<file path="config.mk">
export PLATFORM = sky130hd
export DESIGN_NAME = pmtmr_top
export DESIGN_NICKNAME = d
export VERILOG_FILES = /design/src/hdl/pmtmr_pkg.sv /design/src/hdl/pmtmr_tick.sv /design/src/hdl/pmtmr_top.sv
export VERILOG_INCLUDE_DIRS = /design/src /design/src/hdl
export SDC_FILE = /design/constraint.sdc
export NUM_CORES = 1
export LEC_CHECK = 0
export ABC_AREA = 1
export BUFFER_PORTS_ARGS = -buffer_cell sky130_fd_sc_hd__clkbuf_2
export CORE_MARGIN = 4
export CORE_UTILIZATION = 35
export DETAILED_ROUTE_END_ITERATION = 8
export GPL_TIMING_DRIVEN = 0
export PLACE_DENSITY_LB_ADDON = 0.08
export SYNTH_ARGS = -nofsm -noshare
export SYNTH_HDL_FRONTEND = slang
export SYNTH_HIERARCHICAL = 1
export SYNTH_SLANG_ARGS = --single-unit
</file>
<file path="constraint.sdc">
create_clock -name clk -period 4.8 [get_ports clk]
set_input_delay 0 -clock clk [delete_from_list [all_inputs] [get_ports clk]]
set_output_delay 0 -clock clk [all_outputs]
set_load 0.03 [all_outputs]
</file>
<file path="src/hdl/pmtmr_params.svh">
// constants for the power-management timer block
`ifndef PMTMR_PARAMS_SVH
`define PMTMR_PARAMS_SVH

// ----------------------------------------
// i/o offsets from the base pair
// ----------------------------------------
`define PMTMR_OFS_CTL_RSVD_A   16'h0006
`define PMTMR_OFS_CTL_RSVD_B   16'h0007
`define PMTMR_OFS_CNT_LOW      16'h0008
`define PMTMR_OFS_CNT_MID      16'h0009
`define PMTMR_OFS_CNT_HIGH     16'h000a

// ----------------------------------------
// fields and reset values
// ----------------------------------------
`define PMTMR_CNT_W            24
`define PMTMR_CNT_TOP          23
`define PMTMR_RST_BYTE         8'h00
`define PMTMR_RST_CNT          24'h000000
`define PMTMR_RSVD_VALUE       8'h00

// ----------------------------------------
// timing
// ----------------------------------------
`define PMTMR_CLK_HZ           26'd40000000
`define PMTMR_TIMEBASE_HZ      26'd3579545
`define PMTMR_ACC_W            26
// input clock pin declared stopped after this many cycles with no edge
`define PMTMR_CHIP_INPUT_CLOCK_PIN_IDLE_CYC   8'h10

`endif

</file>
<file path="src/hdl/pmtmr_pkg.sv">
// types shared by the power-management timer block
package pmtmr_pkg;

  // host i/o cycle as seen by the block
  typedef struct packed {
    logic [15:0] addr;
    logic        rd;
    logic        wr;
    logic [7:0]  wdata;
  } pmtmr_io_req_t;

  // state of the chip input clock pin monitor
  typedef enum logic {
    PMTMR_CHIP_INPUT_CLOCK_PIN_RUNNING,
    PMTMR_CHIP_INPUT_CLOCK_PIN_STOPPED
  } pmtmr_chip_input_clock_pin_state_t;

endpackage

</file>
<file path="src/hdl/pmtmr_tick.sv">
// fractional divider giving a timebase enable pulse from the system clock
`timescale 1ns/1ps
`include "pmtmr_params.svh"

module pmtmr_tick (
  // clock and reset
  input  wire logic clk,
  input  wire logic rst_b,
  // control
  input  wire logic run,
  // timebase enable, one cycle
  output logic      tick
);

  logic [`PMTMR_ACC_W-1:0] acc_r;
  logic [`PMTMR_ACC_W:0]   sum;

  // phase accumulator: average rate exact, jitter one system clock
  assign sum  = {1'b0, acc_r} + {1'b0, `PMTMR_TIMEBASE_HZ};
  assign tick = run && (sum >= {1'b0, `PMTMR_CLK_HZ});

  always_ff @(posedge clk or negedge rst_b) begin
    if (!rst_b) begin
      acc_r <= '0;
    end else if (run) begin
      if (tick) begin
        acc_r <= sum[`PMTMR_ACC_W-1:0] - `PMTMR_CLK_HZ;
      end else begin
        acc_r <= sum[`PMTMR_ACC_W-1:0];
      end
    end
  end

endmodule

</file>
<file path="src/hdl/pmtmr_top.sv">
// power-management timer with its i/o byte registers and sci event
`timescale 1ns/1ps
`include "pmtmr_params.svh"

// How it works
// - a 24-bit up-counter whose live value software may read anytime
// - the counter advances once per 3.579545 MHz timebase cycle
// - counting happens only while the working power state is present
// - after master reset it counts freely until the input clock pin stops
// - on input clock restart without reset, counting resumes from the held value
// - any change of count bit 23 sets the toggle status flag
// - with event enable set, the status flag drives the low sci output
// - offsets 6 and 7 are reserved bytes that always read zero
// - offset 8 from the base returns count bits 7 to 0
// - offset 9 from the base returns count bits 15 to 8
// - offset 0xa from the base returns count bits 23 to 16
module pmtmr_top (
  // clock and master reset
  input  wire logic                  clk,
  input  wire logic                  rst_b,
  // power state and chip input clock pin
  input  wire logic                  working_state,
  input  wire logic                  chip_input_clock_pin,
  // base from the configuration register pair
  input  wire logic [15:0]           pm_base_config_pair,
  // host i/o cycle
  input  wire pmtmr_pkg::pmtmr_io_req_t io_req,
  output logic [7:0]                 io_rdata,
  output logic                       io_rd_hit,
  // event control and status
  input  wire logic                  timer_event_enable,
  input  wire logic                  timer_status_clear,
  output logic                       timer_top_bit_toggle_flag,
  output logic                       sci_b,
  // observation
  output logic [`PMTMR_CNT_W-1:0]    timer_count_value,
  output logic                       chip_clock_stopped
);

  // ----------------------------------------
  // offset decode
  // ----------------------------------------
  function automatic logic hit(input logic [15:0] addr, input logic [15:0] base,
                               input logic [15:0] ofs);
    hit = (addr == (base + ofs));
  endfunction

  // ----------------------------------------
  // input clock pin monitor
  // ----------------------------------------
  pmtmr_pkg::pmtmr_chip_input_clock_pin_state_t chip_input_clock_pin_state_r;
  logic                          chip_input_clock_pin_q_r;
  logic [7:0]                    idle_cnt_r;
  logic                          chip_input_clock_pin_edge;

  assign chip_input_clock_pin_edge         = chip_input_clock_pin ^ chip_input_clock_pin_q_r;
  assign chip_clock_stopped = (chip_input_clock_pin_state_r == pmtmr_pkg::PMTMR_CHIP_INPUT_CLOCK_PIN_STOPPED);

  always_ff @(posedge clk or negedge rst_b) begin
    if (!rst_b) begin
      chip_input_clock_pin_q_r <= 1'b0;
    end else begin
      chip_input_clock_pin_q_r <= chip_input_clock_pin;
    end
  end

  // pin edges restart the idle count; a long silence means the clock stopped
  always_ff @(posedge clk or negedge rst_b) begin
    if (!rst_b) begin
      idle_cnt_r    <= 8'h00;
      chip_input_clock_pin_state_r <= pmtmr_pkg::PMTMR_CHIP_INPUT_CLOCK_PIN_RUNNING;
    end else begin
      unique case (chip_input_clock_pin_state_r)
        pmtmr_pkg::PMTMR_CHIP_INPUT_CLOCK_PIN_RUNNING: begin
          if (chip_input_clock_pin_edge) begin
            idle_cnt_r <= 8'h00;
          end else if (idle_cnt_r == `PMTMR_CHIP_INPUT_CLOCK_PIN_IDLE_CYC - 8'h01) begin
            chip_input_clock_pin_state_r <= pmtmr_pkg::PMTMR_CHIP_INPUT_CLOCK_PIN_STOPPED;
          end else begin
            idle_cnt_r <= idle_cnt_r + 8'h01;
          end
        end
        pmtmr_pkg::PMTMR_CHIP_INPUT_CLOCK_PIN_STOPPED: begin
          if (chip_input_clock_pin_edge) begin
            idle_cnt_r    <= 8'h00;
            chip_input_clock_pin_state_r <= pmtmr_pkg::PMTMR_CHIP_INPUT_CLOCK_PIN_RUNNING;
          end
        end
      endcase
    end
  end

  // ----------------------------------------
  // timebase and counter
  // ----------------------------------------
  logic run;
  logic tick;
  logic [`PMTMR_CNT_W-1:0] cnt_r;
  logic [`PMTMR_CNT_W-1:0] cnt_nxt;

  assign run = working_state && !chip_clock_stopped;

  pmtmr_tick u_tick (
    .clk   (clk),
    .rst_b (rst_b),
    .run   (run),
    .tick  (tick)
  );

  assign cnt_nxt           = cnt_r + 24'h000001;
  assign timer_count_value = cnt_r;

  // count is held, not cleared, while stopped; only master reset zeroes it
  always_ff @(posedge clk or negedge rst_b) begin
    if (!rst_b) begin
      cnt_r <= `PMTMR_RST_CNT;
    end else if (tick) begin
      cnt_r <= cnt_nxt;
    end
  end

  // ----------------------------------------
  // top-bit toggle status and sci
  // ----------------------------------------
  logic top_toggle;

  assign top_toggle = tick && (cnt_nxt[`PMTMR_CNT_TOP] != cnt_r[`PMTMR_CNT_TOP]);

  // a toggle in the clearing cycle still sets the flag
  always_ff @(posedge clk or negedge rst_b) begin
    if (!rst_b) begin
      timer_top_bit_toggle_flag <= 1'b0;
    end else if (top_toggle) begin
      timer_top_bit_toggle_flag <= 1'b1;
    end else if (timer_status_clear) begin
      timer_top_bit_toggle_flag <= 1'b0;
    end
  end

  always_ff @(posedge clk or negedge rst_b) begin
    if (!rst_b) begin
      sci_b <= 1'b1;
    end else begin
      sci_b <= !(timer_event_enable && (timer_top_bit_toggle_flag || top_toggle));
    end
  end

  // ----------------------------------------
  // i/o read port
  // ----------------------------------------
  logic [7:0] rd_byte;
  logic       rd_sel;

  always_comb begin
    rd_byte = `PMTMR_RSVD_VALUE;
    rd_sel  = 1'b1;
    if (hit(io_req.addr, pm_base_config_pair, `PMTMR_OFS_CNT_LOW)) begin
      rd_byte = cnt_r[7:0];
    end else if (hit(io_req.addr, pm_base_config_pair, `PMTMR_OFS_CNT_MID)) begin
      rd_byte = cnt_r[15:8];
    end else if (hit(io_req.addr, pm_base_config_pair, `PMTMR_OFS_CNT_HIGH)) begin
      rd_byte = cnt_r[23:16];
    end else if (hit(io_req.addr, pm_base_config_pair, `PMTMR_OFS_CTL_RSVD_A) ||
                 hit(io_req.addr, pm_base_config_pair, `PMTMR_OFS_CTL_RSVD_B)) begin
      rd_byte = `PMTMR_RSVD_VALUE;
    end else begin
      rd_sel = 1'b0;
    end
  end

  // writes are decoded nowhere: every byte here is read-only or reserved
  always_ff @(posedge clk or negedge rst_b) begin
    if (!rst_b) begin
      io_rdata  <= `PMTMR_RST_BYTE;
      io_rd_hit <= 1'b0;
    end else begin
      io_rd_hit <= io_req.rd && rd_sel;
      if (io_req.rd && rd_sel) begin
        io_rdata <= rd_byte;
      end
    end
  end

endmodule

</file>
==> out/summary.txt <==
Ports -> 84
Total Routing Usage GR -> 18.6%
Syn_area_per_cell -> 6.03 um2
Die Span Y -> 153 um
Mapped cell area -> 0.00737 mm2
Initial antenna violation count -> 0
Total Wirelength -> 22,100 um
Share of the synthesized area in the top cell type -> 23.8%
H-tree depth -> 3
Ys Warns -> 6
Core box area -> 0.0205 mm2
Largest net degree at the start of global routing -> 48
CP endpoint kind -> flop
Share of cells above drive strength 1 -> 16.5%
Final worst path period need -> 4.29 ns
Setup violators final -> 0
CP arrival -> 4.55 ns
Placed inst area -> 0.00810 mm2
Mapped Nets -> 1,282
Fin. Hold Viols -> 0
Number of synthesized flops with an enable pin -> 0
Slew @ Worst Pin -> 0.725 ns
Top cells by count, synth -> nand2_1 (465), nor2_1 (139), inv_1 (130)
Die width -> 153 um
Clock sink total -> 71
Post-route ant nets -> 0
TritonCTS clock tree -> done
Slew margin rel. -> 51.2%
Clock latency on the worst-skew pair -> 0.35 ns
Worst-path fanout max -> 8
Gr ovfl total -> 0
Starting Density -> 36.0%
Worst Path Class, Setup -> flop to flop
Max Buffers Root-to-Sink -> 2
Number of synthesized register bits -> 71
Nets -> 1,370
GPL Wtd Cong -> 0.897
Fin area -> 0.00845 mm2
Vias/cell -> 4.81
ANT cells -> 0
Slew Viols, Final -> 0
DRC Markers -> 0
CTS clock-pin slew for the worst setup and hold paths -> 0.06 ns
Critical Path RT -> 5.07 ns
Max rail drop VDD -> 0.218 mV
Post-synth ARST share -> 100%
Worst Hold Class -> input pin to flop
Crit path launch type -> flop
Count of unique library cells instantiated by Yosys -> 44
Global-route wire length before repair -> 35,900 um
Top-count cell post-synth -> nand2_1
Achievable Freq -> 233 MHz
Port Buffer Count -> 72
Power consumption -> 0.00389 W
Total CTS buffers -> 9
DR pass1 iterations -> 5
Postcts setup bufs -> 0
DRT iter0 DRCs -> 464
Clock root buffer master -> clkbuf_16
Filler cells -> 2,254
Lkg Pwr -> 4.55 nW
WL/cell -> 13.9 um
Register area share after synthesis -> 24.1%
Clock Skews -> 0.0107 ns
Die area -> 0.0235 mm2
Number of global-route vias before repair -> 6,959
Crit share post-route -> 89.3%
Largest cells by area after synthesis -> dfrtp_1 (24%), nand2_1 (24%), nor2_1 (7.1%)
Routed vias -> 7,626
Row count -> 52
Synth area leader -> dfrtp_1
Main synth FF type -> dfrtp_1
Power Density -> 460 mW/mm2
Area grow syn2layout -> 14.6%
RSZ-0062 raised after global routing -> false
Setup TNS -> 0 ns
HPWL after DPL -> 17,800 um
Status -> complete, no violations
Max Cap Viol -> 0
Mapped Cells -> 1,222
[per-layer routing]
| layer | part of all wire [%] | wire (um) | vias up | global-route usage, % |
|---|---|---|---|---|
| met5 | 0 | 0 | - | 0 |
| met3 | 4.6 | 1010 | 19 | 3.90 |
| met4 | 1.4 | 312 | 0 | 3.69 |
| met2 | 46 | 10100 | 164 | 30.0 |
| li1 | - | - | 4029 | - |
| met1 | 48 | 10700 | 3414 | 25.8 |
[worst max-delay path: stages, from the launching register on]
cell and delay, ns:
dfrtp_1 0.43, ha_1 0.24, nand2_1 0.11, nand2_2 0.09, nand3_1 0.17, nand2_1 0.09
nand2_1 0.06, nand2_1 0.11, ha_1 0.20, inv_1 0.08, nand3_1 0.12, nand2_1 0.14
nand2_2 0.07, nand2_2 0.07, nand3_2 0.08, nand3_4 0.12, nand2_4 0.12, inv_2 0.13
buf_4 0.17, nand2_1 0.09, nor3_2 0.25, nand4_1 0.19, nor2_1 0.22, nand2_1 0.16
nor4_2 0.23, nand3_1 0.17, nor2_1 0.14, xor2_1 0.15
[flip-flops by register name, indices dropped and copies added (netlist names)]
name                       count
chip_input_clock_pin_q_r       1
timer_top_bit_toggle_flag      1
idle_cnt_r                     8
sci_b                          1
u_tick/acc_r                  26
chip_clock_stopped             1
timer_count_value             24
io_rd_hit                      1
io_rdata                       8
[timing repair]
item,in CTS,in global routing
hold endpoints to repair,66,0
setup endpoints to repair,0,1
hold buffers,4,0
resized for setup,0,1
[report_power, final]
part           internal, W  switching (W)
Sequential        0.000737       0.000217
Clock             0.000410       0.000293
Combinational     0.000730        0.00150
[worst paths after layout]
check / from / end / slack (ns) / cells past startpoint
max: u_tick/acc_r[0] / timer_count_value[21] / 0.51 / 27
min in group asynchronous: rst_b / u_tick/acc_r[6] / 0.14 / 2
max in group asynchronous: rst_b / timer_count_value[17] / 4.09 / 3
min: io_req[9] / io_rdata[2] / 0.07 / 3
max reg2reg: u_tick/acc_r[0] / timer_count_value[21] / 0.51 / 27
min reg2reg: idle_cnt_r[3] / idle_cnt_r[3] / 0.48 / 1
[layout make-up]
class                   count  area [um2]  share of cell area (%)
clock inverters             7        80.1                   0.947
flip-flops and latches     71        1780                    21.0
plain buffers              14         113                    1.33
multi-input cells         990        4940                    58.4
repair buffers             77         430                    5.09
inverters                 147         553                    6.54
well taps                 270         338                    4.00
clock buffers               9         225                    2.66
[cells by family after synthesis]
kind of cell | synth area share, %
flip-flops | 24.1
XOR/XNOR | 5.33
multiplexers | 0.153
buffers and inverters | 9.03
adder cells (fa/ha/maj) | 2.04
AND/OR/NAND/NOR | 52.6
AO/OA/AOI/OAI | 6.72
[cells in the final DEF (no fill, tap or decap), drive strengths merged, types with 8 or more instances in the layout]
cell    instances
a21oi          38
buf            12
clkbuf         84
dfrtp          70
ha             12
inv           146
nand2         518
nand3         111
nand4          27
nor2          165
nor3            8
o21ai          47
xnor2          11
xor2           33
[per-stage QoR]
| step | instances | utilization, % | hold WS [ns] | setup WS [ns] |
|---|---|---|---|---|
| 6_report | 1585 | 41.2 | 0.0666 | 0.514 |
| 5_1_grt | 1585 | 41.2 | 0.0810 | 0.0784 |
| 3_3_place_gp | 1564 | 39.4 | 0.135 | 0.453 |
| 3_5_place_dp | 1565 | 39.5 | -0.0228 | 0.448 |
| 4_1_cts | 1585 | 41.2 | 0.0599 | 0.441 |
| 2_1_floorplan | 1222 | - | -0.296 | 1.22 |
Note: power is estimated with default switching activity, not from simulation.
